`src/design/agc_defines.svh`:
```
// register offsets, field positions and reset values of the group c
// correction and pattern configuration registers
// assumes inclusion by bare name from design files
`ifndef AGC_DEFINES_SVH
`define AGC_DEFINES_SVH

`define AGC_ADDR_GAIN_OFS 8'h2c
`define AGC_ADDR_PAT_HPF 8'h2d
`define AGC_RST_GAIN_OFS 16'h0000
`define AGC_RST_PAT_HPF 16'h0000

// gain and offset register fields
`define AGC_GAIN_MSB 15
`define AGC_GAIN_LSB 11
`define AGC_OFS_MSB 9
`define AGC_OFS_LSB 0

// pattern and filter register fields
`define AGC_PRBS_MSB 15
`define AGC_PRBS_LSB 12
`define AGC_PAT9_MSB 11
`define AGC_PAT9_LSB 9
`define AGC_PAT10_MSB 8
`define AGC_PAT10_LSB 6
`define AGC_HPK_MSB 4
`define AGC_HPK_LSB 1
`define AGC_HPEN_BIT 0

// valid corner range for k
`define AGC_HPK_MIN 4'h2
`define AGC_HPK_MAX 4'ha

// gain step in hundredths of a db
`define AGC_GAIN_STEP_CDB 8'h14

`endif

```
`src/design/agc_pkg.sv`:
```
// types shared by the group c correction configuration block
// assumes agc_defines.svh supplies the numeric constants
package agc_pkg;
   typedef logic [15:0] agc_word_t;
   typedef logic [4:0] agc_gain_t;
   typedef logic signed [9:0] agc_ofs_t;
   typedef logic [2:0] agc_pat_t;
   typedef logic [3:0] agc_hpk_t;
endpackage

```
`src/design/agc_cfg_regs.sv`:
```
// group c correction, lane pattern and high-pass configuration registers
// assumes a plain strobe register port on ref_clk and rising-edge logic
//
// Overview of operation
// channel 12 even samples get a gain of n times 0.2 db from bits 15-11; ch12_even_gain_cdb is kept to 8 bits and wraps for n above 12.
// that gain field is used only while the global gain enable is one.
// with global offset enable set, bits 9-0 are subtracted from samples.
// the offset is two's complement with a 14-bit lsb weight.
// lanes 9 to 12 each have a prbs enable at bits 15 to 12.
// the lane prbs and pattern fields act only while per-lane select is one.
// lane 9 pattern sits at bits 11-9 and lane 10 at bits 8-6.
// software programs the corner k in bits 4-1 only with 2 through 10.
// the corner k shapes the high-pass only while the filter is enabled.
// bit 0 enables the group high-pass filter, reset value zero.
// after reset every field of both registers reads zero.
// software writes zero to the reserved bits 10 and 5.
//
// Local design decision: strobed register access.
`include "agc_defines.svh"
`timescale 1ns/1ps
`default_nettype none
module agc_cfg_regs #(
   parameter int ADDR_W = 8
) (
   // clock, reset, enable
   input wire logic ref_clk,
   input wire logic rst,
   input wire logic clk_en,
   // register port
   input wire logic [ADDR_W-1:0] reg_addr,
   input wire logic [15:0] reg_wdata,
   input wire logic reg_wr,
   input wire logic reg_rd,
   output logic [15:0] reg_rdata,
   // global enables held in other registers
   input wire logic global_gain_enable,
   input wire logic global_offset_enable,
   input wire logic per_lane_pattern_select,
   // channel 12 even correction
   output logic [4:0] ch12_even_gain,
   output logic [7:0] ch12_even_gain_cdb,
   output logic signed [13:0] ch12_even_offset,
   // lane test sources, index 0 is lane 9
   output logic [3:0] lane_prbs_on,
   output logic [2:0] lane9_pattern_code,
   output logic [2:0] lane10_pattern_code,
   // group high-pass
   output logic group_c_highpass_enable,
   output logic [3:0] group_c_highpass_k,
   output logic highpass_k_bad
);
   typedef struct packed {
      agc_pkg::agc_word_t gain_ofs;
      agc_pkg::agc_word_t pat_hpf;
      agc_pkg::agc_word_t rdata;
   } agc_state_t;

   agc_state_t st_r;
   agc_state_t st_nxt;

   // reserved bits are stored as written, software keeps them zero
   function automatic logic addr_hit(input logic [ADDR_W-1:0] a,
                                     input logic [7:0] off);
      addr_hit = (a == ADDR_W'(off));
   endfunction

   // register writes and one-cycle-later read data
   always_comb begin
      st_nxt = st_r;
      if (reg_wr && addr_hit(reg_addr, `AGC_ADDR_GAIN_OFS)) begin
         st_nxt.gain_ofs = reg_wdata;
      end
      if (reg_wr && addr_hit(reg_addr, `AGC_ADDR_PAT_HPF)) begin
         st_nxt.pat_hpf = reg_wdata;
      end
      st_nxt.rdata = 16'h0000; // unmapped and idle cycles read zero
      if (reg_rd) begin
         if (addr_hit(reg_addr, `AGC_ADDR_GAIN_OFS)) begin
            st_nxt.rdata = st_r.gain_ofs;
         end else if (addr_hit(reg_addr, `AGC_ADDR_PAT_HPF)) begin
            st_nxt.rdata = st_r.pat_hpf;
         end
      end
   end

   // state register, frozen while the clock enable is low
   always_ff @(posedge ref_clk or posedge rst) begin
      if (rst) begin
         st_r <= '{`AGC_RST_GAIN_OFS, `AGC_RST_PAT_HPF, 16'h0000};
      end else if (clk_en) begin
         st_r <= st_nxt;
      end
   end

   assign reg_rdata = st_r.rdata;

   agc_even_corr u_corr (
      .gain_en(global_gain_enable),
      .ofs_en(global_offset_enable),
      .gain_code(st_r.gain_ofs[`AGC_GAIN_MSB:`AGC_GAIN_LSB]),
      .ofs_code(st_r.gain_ofs[`AGC_OFS_MSB:`AGC_OFS_LSB]),
      .gain_eff(ch12_even_gain),
      .gain_cdb(ch12_even_gain_cdb),
      .ofs_eff(ch12_even_offset)
   );

   // prbs bit 15 is lane 9, bit 12 is lane 12
   logic [2:0] pat_on [4];
   genvar gi;
   generate
      for (gi = 0; gi < 4; gi++) begin : g_lane
         logic [2:0] code;
         assign code = (gi == 0) ?
            st_r.pat_hpf[`AGC_PAT9_MSB:`AGC_PAT9_LSB] :
            (gi == 1) ? st_r.pat_hpf[`AGC_PAT10_MSB:`AGC_PAT10_LSB] : 3'h0;
         agc_lane_sel u_sel (
            .pat_sel(per_lane_pattern_select),
            .prbs_en(st_r.pat_hpf[`AGC_PRBS_MSB - gi]),
            .pat_code(code),
            .prbs_on(lane_prbs_on[gi]),
            .pat_on(pat_on[gi])
         );
      end
   endgenerate
   assign lane9_pattern_code = pat_on[0];
   assign lane10_pattern_code = pat_on[1];

   // k reaches the filter only while it is enabled
   assign group_c_highpass_enable = st_r.pat_hpf[`AGC_HPEN_BIT];
   assign group_c_highpass_k = group_c_highpass_enable ?
      st_r.pat_hpf[`AGC_HPK_MSB:`AGC_HPK_LSB] : 4'h0;
   // flags a corner code outside the range software must keep to
   assign highpass_k_bad = group_c_highpass_enable &&
      ((group_c_highpass_k < `AGC_HPK_MIN) ||
       (group_c_highpass_k > `AGC_HPK_MAX));

   // assertions
   chk_wr_gain_stores: assert property (@(posedge ref_clk) disable iff (rst)
      clk_en && reg_wr && reg_addr == ADDR_W'(`AGC_ADDR_GAIN_OFS)
      |=> st_r.gain_ofs == $past(reg_wdata))
      else $error("gain offset write not stored");
   // checks reads of the pattern register only: the bench reads both addresses many times
   chk_rd_one_later: assert property (@(posedge ref_clk) disable iff (rst)
      clk_en && reg_rd && reg_addr == ADDR_W'(`AGC_ADDR_PAT_HPF) && !reg_wr
      |=> reg_rdata == $past(st_r.pat_hpf))
      else $error("read data wrong");
   chk_lane9_map: assert property (@(posedge ref_clk) disable iff (rst)
      per_lane_pattern_select |-> lane9_pattern_code == st_r.pat_hpf[11:9])
      else $error("lane 9 pattern wrong");
   chk_hpen_map: assert property (@(posedge ref_clk) disable iff (rst)
      group_c_highpass_enable == st_r.pat_hpf[0])
      else $error("highpass enable not bit zero");
   chk_gain_gate: assert property (@(posedge ref_clk) disable iff (rst)
      !global_gain_enable |-> ch12_even_gain == 5'h00)
      else $error("gain applied while disabled");
   chk_gain_scale: assert property (@(posedge ref_clk) disable iff (rst)
      global_gain_enable |-> ch12_even_gain_cdb ==
      8'(st_r.gain_ofs[15:11] * 8'h14))
      else $error("gain step wrong");
   chk_offset_sign: assert property (@(posedge ref_clk) disable iff (rst)
      global_offset_enable |-> ch12_even_offset[13:9] ==
      {5{st_r.gain_ofs[9]}})
      else $error("offset not sign extended");
   chk_offset_gate: assert property (@(posedge ref_clk) disable iff (rst)
      !global_offset_enable |-> ch12_even_offset == 14'h0000)
      else $error("offset applied while disabled");
   chk_lane_gate: assert property (@(posedge ref_clk) disable iff (rst)
      !per_lane_pattern_select |-> lane_prbs_on == 4'h0 &&
      lane9_pattern_code == 3'h0)
      else $error("lane field active without select");
   chk_prbs_map: assert property (@(posedge ref_clk) disable iff (rst)
      per_lane_pattern_select |-> lane_prbs_on ==
      {st_r.pat_hpf[12], st_r.pat_hpf[13], st_r.pat_hpf[14],
       st_r.pat_hpf[15]})
      else $error("prbs lane mapping wrong");
   chk_pat10_map: assert property (@(posedge ref_clk) disable iff (rst)
      per_lane_pattern_select |-> lane10_pattern_code == st_r.pat_hpf[8:6])
      else $error("lane 10 pattern wrong");
   chk_hpf_gate: assert property (@(posedge ref_clk) disable iff (rst)
      !st_r.pat_hpf[0] |-> group_c_highpass_k == 4'h0 &&
      !highpass_k_bad)
      else $error("corner used while filter off");
   chk_reset_zero: assert property (@(posedge ref_clk)
      $fell(rst) |-> st_r.gain_ofs == 16'h0000 && st_r.pat_hpf == 16'h0000)
      else $error("registers not zero after reset");
   chk_freeze: assert property (@(posedge ref_clk) disable iff (rst)
      !clk_en |=> $stable(st_r))
      else $error("state moved while clock enable low");

   cov_gain_on: cover property (@(posedge ref_clk) disable iff (rst)
      global_gain_enable && ch12_even_gain != 5'h00);
   cov_prbs_lane: cover property (@(posedge ref_clk) disable iff (rst)
      lane_prbs_on[3]);
   cov_hpf_on: cover property (@(posedge ref_clk) disable iff (rst)
      group_c_highpass_enable && !highpass_k_bad);
   cov_neg_offset: cover property (@(posedge ref_clk) disable iff (rst)
      global_offset_enable && ch12_even_offset < 0);
endmodule
`default_nettype wire

```
`src/design/agc_lane_sel.sv`:
```
// per-lane test source selection for output lanes 9 to 12
// assumes register fields come from flops on the same clock
`timescale 1ns/1ps
`default_nettype none
module agc_lane_sel (
   // controls
   input wire logic pat_sel,
   input wire logic prbs_en,
   input wire logic [2:0] pat_code,
   // selection
   output logic prbs_on,
   output logic [2:0] pat_on
);
   // lane fields only matter while the per-lane select is set
   assign prbs_on = pat_sel & prbs_en;
   assign pat_on = pat_sel ? pat_code : 3'h0;
endmodule
`default_nettype wire

```
`src/design/agc_even_corr.sv`:
```
// effective gain and offset correction of channel 12 even samples
// assumes register fields and enables are on the same clock
`include "agc_defines.svh"
`timescale 1ns/1ps
`default_nettype none
module agc_even_corr (
   // controls
   input wire logic gain_en,
   input wire logic ofs_en,
   input wire logic [4:0] gain_code,
   input wire logic [9:0] ofs_code,
   // effective correction
   output logic [4:0] gain_eff,
   output logic [7:0] gain_cdb,
   output logic signed [13:0] ofs_eff
);
   logic [12:0] prod;
   // gain of n times 0.2 db, in hundredths of a db, kept to 8 bits so it wraps for n above 12
   assign gain_eff = gain_en ? gain_code : 5'h00;
   assign prod = gain_eff * `AGC_GAIN_STEP_CDB;
   assign gain_cdb = prod[7:0];
   // signed offset sign-extended to the 14-bit lsb weight
   assign ofs_eff = ofs_en ? {{4{ofs_code[9]}}, ofs_code} : 14'h0000;
endmodule
`default_nettype wire

```
`config.mk`:
```
export PLATFORM = sky130hd
export DESIGN_NAME = agc_cfg_regs
export DESIGN_NICKNAME = d
export VERILOG_FILES = /design/src/design/agc_pkg.sv /design/src/design/agc_cfg_regs.sv /design/src/design/agc_lane_sel.sv /design/src/design/agc_even_corr.sv
export VERILOG_INCLUDE_DIRS = /design/src /design/src/design
export SDC_FILE = /design/constraint.sdc
export NUM_CORES = 1
export LEC_CHECK = 0
export ABC_AREA = 1
export BUFFER_PORTS_ARGS = -buffer_cell sky130_fd_sc_hd__buf_2
export CAP_MARGIN = 30
export CORE_MARGIN = 2
export CORE_UTILIZATION = 30
export CTS_CLUSTER_SIZE = 16
export DETAILED_ROUTE_END_ITERATION = 12
export GPL_ROUTABILITY_DRIVEN = 0
export GPL_TIMING_DRIVEN = 0
export SYNTH_ARGS = -nofsm -noshare
export SYNTH_HDL_FRONTEND = slang
export SYNTH_SLANG_ARGS = --single-unit
```
`constraint.sdc`:
```
create_clock -name ref_clk -period 2.05 [get_ports ref_clk]
set_input_delay 0.5125 -clock ref_clk [delete_from_list [all_inputs] [get_ports ref_clk]]
set_output_delay 0.5125 -clock ref_clk [all_outputs]
set_load 0.01 [all_outputs]
```
== Word level (Yosys, flattened, before mapping) ==
Cells that the tools add are included.

* Reductions and logical operators: 6
* Bitwise gates (word level): 4
* $mul: 1
* Equality and inequality tests: 2
* Mux-type cells: 8
* Order comparisons: 2

{| class="wikitable"
|+ Operators by type and width
! cell !! count
|-
| 2-to-1 mux 16 bit || 3
|-
| equality test 8 x 6 -> 1 bit, second input constant || 2
|-
| 2-to-1 mux 14 bit || 1
|-
| multiplier 5 x 3 -> 6 bit, second input constant || 1
|-
| 2-to-1 mux 3 bit || 2
|-
| 2-to-1 mux 5 bit || 1
|-
| AND 1 bit || 4
|-
| > comparator 4 bit, second input constant || 1
|-
| < comparator 4 x 2 -> 1 bit, second input constant || 1
|-
| 2-to-1 mux 4 bit || 1
|-
| AND reduction 2 bit || 2
|-
| logical AND 1 bit || 3
|-
| logical OR 1 bit || 1
|}

* Register bits after elaboration: 48
* Logic and storage cells: 26

== Logic depth before layout (Yosys ltp) ==
* Depth in word-level cells: 4
* Mapped depth: 8

== Modules after synthesis ==
Synthesis repeated with hierarchy kept, for this count alone.

* Cells, all modules: 380
* Area total of the unflattened synthesis: 3,007.9 µm²

{| class="wikitable"
|+ By module, submodules not included
! module !! seq. area each (µm²) !! area an instance (µm²) !! cells an instance !! instances
|-
| agc_cfg_regs || 1,201.2 || 2,581.2 || 290 || 1
|-
| agc_even_corr || 0.0 || 306.5 || 58 || 1
|-
| agc_lane_sel || 0.0 || 30.0 || 8 || 4
|}

== Least setup slack after synthesis ==
Ideal clock, no wire load.

* Path type: in2out
* From: input global_gain_enable
* To: output ch12_even_gain_cdb[7]
* Buffers on the path: 0
* Setup slack: -0.168 ns
* Cell stages on the path: 7
* Arrival: 1.706 ns
* Required time: 1.537 ns
* Cells stage by stage: nand2_1 -> inv_1 -> ha_1 -> ha_1 -> fa_1 -> o211ai_1 -> nand2_1

* Word-level cells in the longest chain between the ends: 2

{| class="wikitable"
|+ RTL lines
! what !! line !! RTL
|-
| from (decl) || agc_cfg_regs.sv:36 || <nowiki>input wire logic global_gain_enable,</nowiki>
|-
| 2-to-1 mux 5 bit || agc_even_corr.sv:19 || <nowiki>assign gain_eff = gain_en ? gain_code : 5'h00;</nowiki>
|-
| via ch12_even_gain[1] || agc_cfg_regs.sv:40 || <nowiki>output logic [4:0] ch12_even_gain,</nowiki>
|-
| multiplier 5 x 3 -> 6 bit (no source line) || -- ||
|-
| to (decl) || agc_cfg_regs.sv:41 || <nowiki>output logic [7:0] ch12_even_gain_cdb,</nowiki>
|}

The timed path passes the listed nets, and every way through them passes these cells.

== Final worst setup path ==
* From: register st_r[46] (netlist name)
* To: output ch12_even_gain_cdb[7]

* Word-level cells in the longest chain between the ends: 2

{| class="wikitable"
|+ RTL lines
! what !! line !! RTL
|-
| from (decl) || agc_cfg_regs.sv:58 || <nowiki>agc_state_t st_r;</nowiki>
|-
| from (signal assigned) || agc_cfg_regs.sv:89 || <nowiki>st_r <= '{`AGC_RST_GAIN_OFS, `AGC_RST_PAT_HPF, 16'h0000};</nowiki>
|-
| from (signal assigned) || agc_cfg_regs.sv:91 || <nowiki>st_r <= st_nxt;</nowiki>
|-
| 2-to-1 mux 5 bit || agc_even_corr.sv:19 ||
|-
| multiplier 5 x 3 -> 6 bit (no source line) || -- ||
|}

No other way between the ends.

==> implementation parameters <==
Parameter                              Value

Clocking
  Root Buffer Master ... clkbuf_8
  Clock buffers created by TritonCTS ... 5
  Total clock sinks ... 48
  Count of H-tree levels built during CTS ... 2
  Latest clock arrival within the worst-skew pair ... 0.30 ns
  Clock tree from TritonCTS ... yes
  CTS clk-pin slew, worst paths ... 0.09 ns
  Number of buffers on the longest clock path ... 2

Layout
  Filler cell count ... 1056
  Nets@finish ... 501
  Proportion of layout cells with a drive suffix above 1 ... 0.4335
  Area of the multi-input gates ... 1249 µm²
  Area added between synthesis and finish ... 26.69%
  Number of cells in the finished layout apart from fillers ... 599
  FF/Latch Area ... 1202 µm²
  Count of antenna diodes in the layout ... 0

Power
  Sw Share ... 0.2569
  Part of the power in registers ... 0.573
  Internal power of the cells ... 1.270 mW
  Final Total Pwr ... 1.709 mW
  Part of the total power dissipated in the clock network ... 0.310
  Total net switching power ... 438.9 µW
  Reported leakage power ... 2.378 nW
  Worst vdd rail ir drop ... 0.2250 mV
  PwrDens ... 457.3 nW/µm²
  Combinational fraction of design power ... 0.117

Critical path
  Req. time, crit path ... 1.54 ns
  Most common cell on crit path ... ha_4
  Largest stage delay on the critical path ... 0.45 ns
  Family with the most delay on the worst path ... adder cells
  Total buffers and inverters traversed by the critical path ... 2
  Startpoint-to-endpoint class of the critical path ... flop to output port
  Highest net fanout along the worst path ... 3
  Worst Setup Start Kind ... flop
  Cell Chain, Critical Path ... nand2_8 -> inv_6 -> ha_4 -> ha_4 -> fa_2 -> o211ai_1 -> nand2_1 -> buf_2
  Endpoint type of the worst setup path ... output port
  Critical path arrival ... 1.88 ns
  CP max-delay cell ... dfrtp_2

Synth
  EDFF count, synth ... 0
  Area share of the largest cell type after synthesis ... 0.4073
  Primary flip-flop cell chosen by synthesis mapping ... dfrtp_1
  Top area cells in the synthesized netlist ... dfrtp_1 41%, nand2_1 15%, o21ai_2 9.5%
  Commonest cells in the netlist ... 120 x nand2_1, 54 x inv_1, 48 x dfrtp_1, 32 x nand3_1, 32 x o21ai_2
  Number of distinct library cells after synthesis ... 23
  Count of synthesis-stage warnings from yosys ... 0
  Cell type with the highest aggregate area in the netlist ... dfrtp_1
  Yosys reg bits ... 48
  Post-synthesis cell count ... 368
  Seq/Total Area, Yosys ... 0.4073
  Most common cell in the netlist ... nand2_1
  Async set-or-reset flop fraction in the synthesized netlist ... 1.000
  Synthesized cell area ... 2949 µm²
  Average size of a mapped cell ... 8.014 µm²

Floorplanning
  Width of the die ... 103.1 µm
  Number of ports placed on the die boundary ... 91
  Initial Util ... 0.3059
  Standard-cell rows ... 36
  Die Footprint ... 10640 µm²
  Vertical die dimension ... 103.1 µm
  Placeable core region ... 9639 µm²

STA
  Number of endpoints with negative hold slack in the final report ... 0
  Tmin final ... 2.394 ns
  Worst-Margin Slew ... 0.5909 ns
  Total setup violations reported at the end of the flow ... 2
  Min setup slack post-route ... -0.3436 ns
  Worst Clk Skew ... 0.006414 ns
  Final Cycle Share ... 1.168
  Fmax ... 0.4178 GHz
  Unrepaired setup endpoints after global routing ... true
  Worst slew slack as a fraction of its limit ... 0.6061
  Pins over their slew limit ... 0

Place
  Half-perimeter wire length after detailed placement ... 5534 µm
  # placed instances ... 589
  Port Buffer Count ... 86

GRT
  Number of global-route vias before repair ... 2452
  Total global routing overflow ... 0
  Initial antenna violation count ... 0
  First-pass GRT wire length ... 11930 µm
  GR Util All Layers ... 0.1449
  Maximum number of pins on one net before global-route repair ... 42

Routing
  Iteration count of the initial detailed-routing pass ... 4
  Iter 0 DRT Violations ... 133
  Total wire length after detailed routing ... 7321 µm
  Final routed wire length divided by cell count ... 12.22 µm
  Vias per cell ... 4.210
  Remaining antenna violation count after routing ... 0
  Drc violations ... 0
  Via count ... 2522

Worst hold path
  Min-delay worst type ... input port to async pin

Flow run
  Maximum Capacitance Violations ... 0

Status
  Run status ... finished with violations
  Violated checks ... setup timing
## power groups by stage
stage,sequential (mW),clock (mW),combinational [mW]
final,0.980,0.530,0.199
after global routing,0.982,0.588,0.225
after CTS,0.979,0.552,0.204
after detailed placement,0.999,0,0.200
after global placement,0.998,0,0.192
after floorplan,0.994,0,0.125
## final timing paths
check | start | end | slack (ns) | depth (start not counted)
max reg2reg | st_r[46] | reg_rdata[14] | 1.09 | 5
max in group asynchronous | rst | st_r[46] | 1.45 | 3
min in group ref_clk | reg_rdata[9] | reg_rdata[9] | 0.49 | 2
max | st_r[46] | ch12_even_gain_cdb[7] | -0.34 | 8
min | rst | reg_rdata[12] | 0.10 | 2
min reg2reg | reg_rdata[9] | reg_rdata[9] | 0.49 | 2
## sequential cells by signal (all words and copies together), names as in the netlist
| register | cells |
|---|---|
| st_r | 25 |
| g_lane.code | 6 |
| group_c_highpass_enable | 1 |
| reg_rdata | 16 |
## layout by cell type, fill, tap and decap left out, types with 2 or more instances in the layout
cell      instances
buf_2            87
buf_4            34
buf_6             9
clkbuf_1          4
clkbuf_8          5
conb_1            2
dfrtp_1          47
ha_4              2
inv_1            50
inv_2             4
nand2_1         118
nand2_2          15
nand2_4           2
nand3_1          32
nand3_4           2
nor2_1            4
nor2_8            3
o21ai_0           3
o21ai_2          32
## cells by family (layout without fill, tap and decap cells)
logic type / count (synthesis) / count (layout) / share of synthesized area
AND/OR/NAND/NOR: 179 / 179 / 0.2838
flip-flops: 48 / 48 / 0.4073
AO/OA/AOI/OAI: 37 / 37 / 0.1044
other: 1 / 2 / 0.001272
adder cells (fa/ha/maj): 3 / 3 / 0.01527
buffers and inverters: 100 / 197 / 0.1880
## layout make-up
cell class / instances / area share
multi-input combinational: 221 / 0.3342
timing repair buffer: 90 / 0.1283
inverter: 56 / 0.05827
tap: 133 / 0.04454
buffer: 44 / 0.09210
sequential: 48 / 0.3218
clock buffer: 6 / 0.01942
clock inverter: 1 / 0.001340
## timing repair
item / 4_1_cts / 5_1_grt
endpoints found under the setup margin: 2 / 2
pin swaps: 5 / 0
hold buffers: 0 / 0
gates resized for setup: 3 / 0
buffers inserted: 3 / 0
## stage by stage
stage / setup WS, ns / instance area, µm² / TNS [ns] / util / hold WS (ns)
finish: -0.3436 / 3736 / -0.6688 / 0.3876 / 0.1044
floorplan: -0.003826 / 3012 / -0.003826 / - / 0.4500
global placement: -0.3285 / 3608 / -13.11 / 0.3744 / 0.4673
CTS: -0.3648 / 3736 / -0.6880 / 0.3876 / 0.1004
global route: -0.4030 / 3736 / -0.7859 / 0.3876 / 0.1010
detailed placement: -0.3446 / 3628 / -0.6468 / 0.3764 / 0.4332
## layer usage
metal,part of all wire,global-route usage,up-vias,routed length [µm]
li1,-,-,1286,-
met1,0.46,0.2028,1161,3398
met2,0.47,0.2338,69,3451
met3,0.053,0.02441,6,390
met4,0.011,0.03644,0,80
met5,0,0,-,0
## worst register-to-register path, delay by kind of cell (launching register included)
family / cells / cell delay (ns)
and+or+nand+nor: 4 / 0.26
buffers and inverters: 1 / 0.16
DFF: 1 / 0.45
Note: power is estimated with default switching activity, not from simulation.
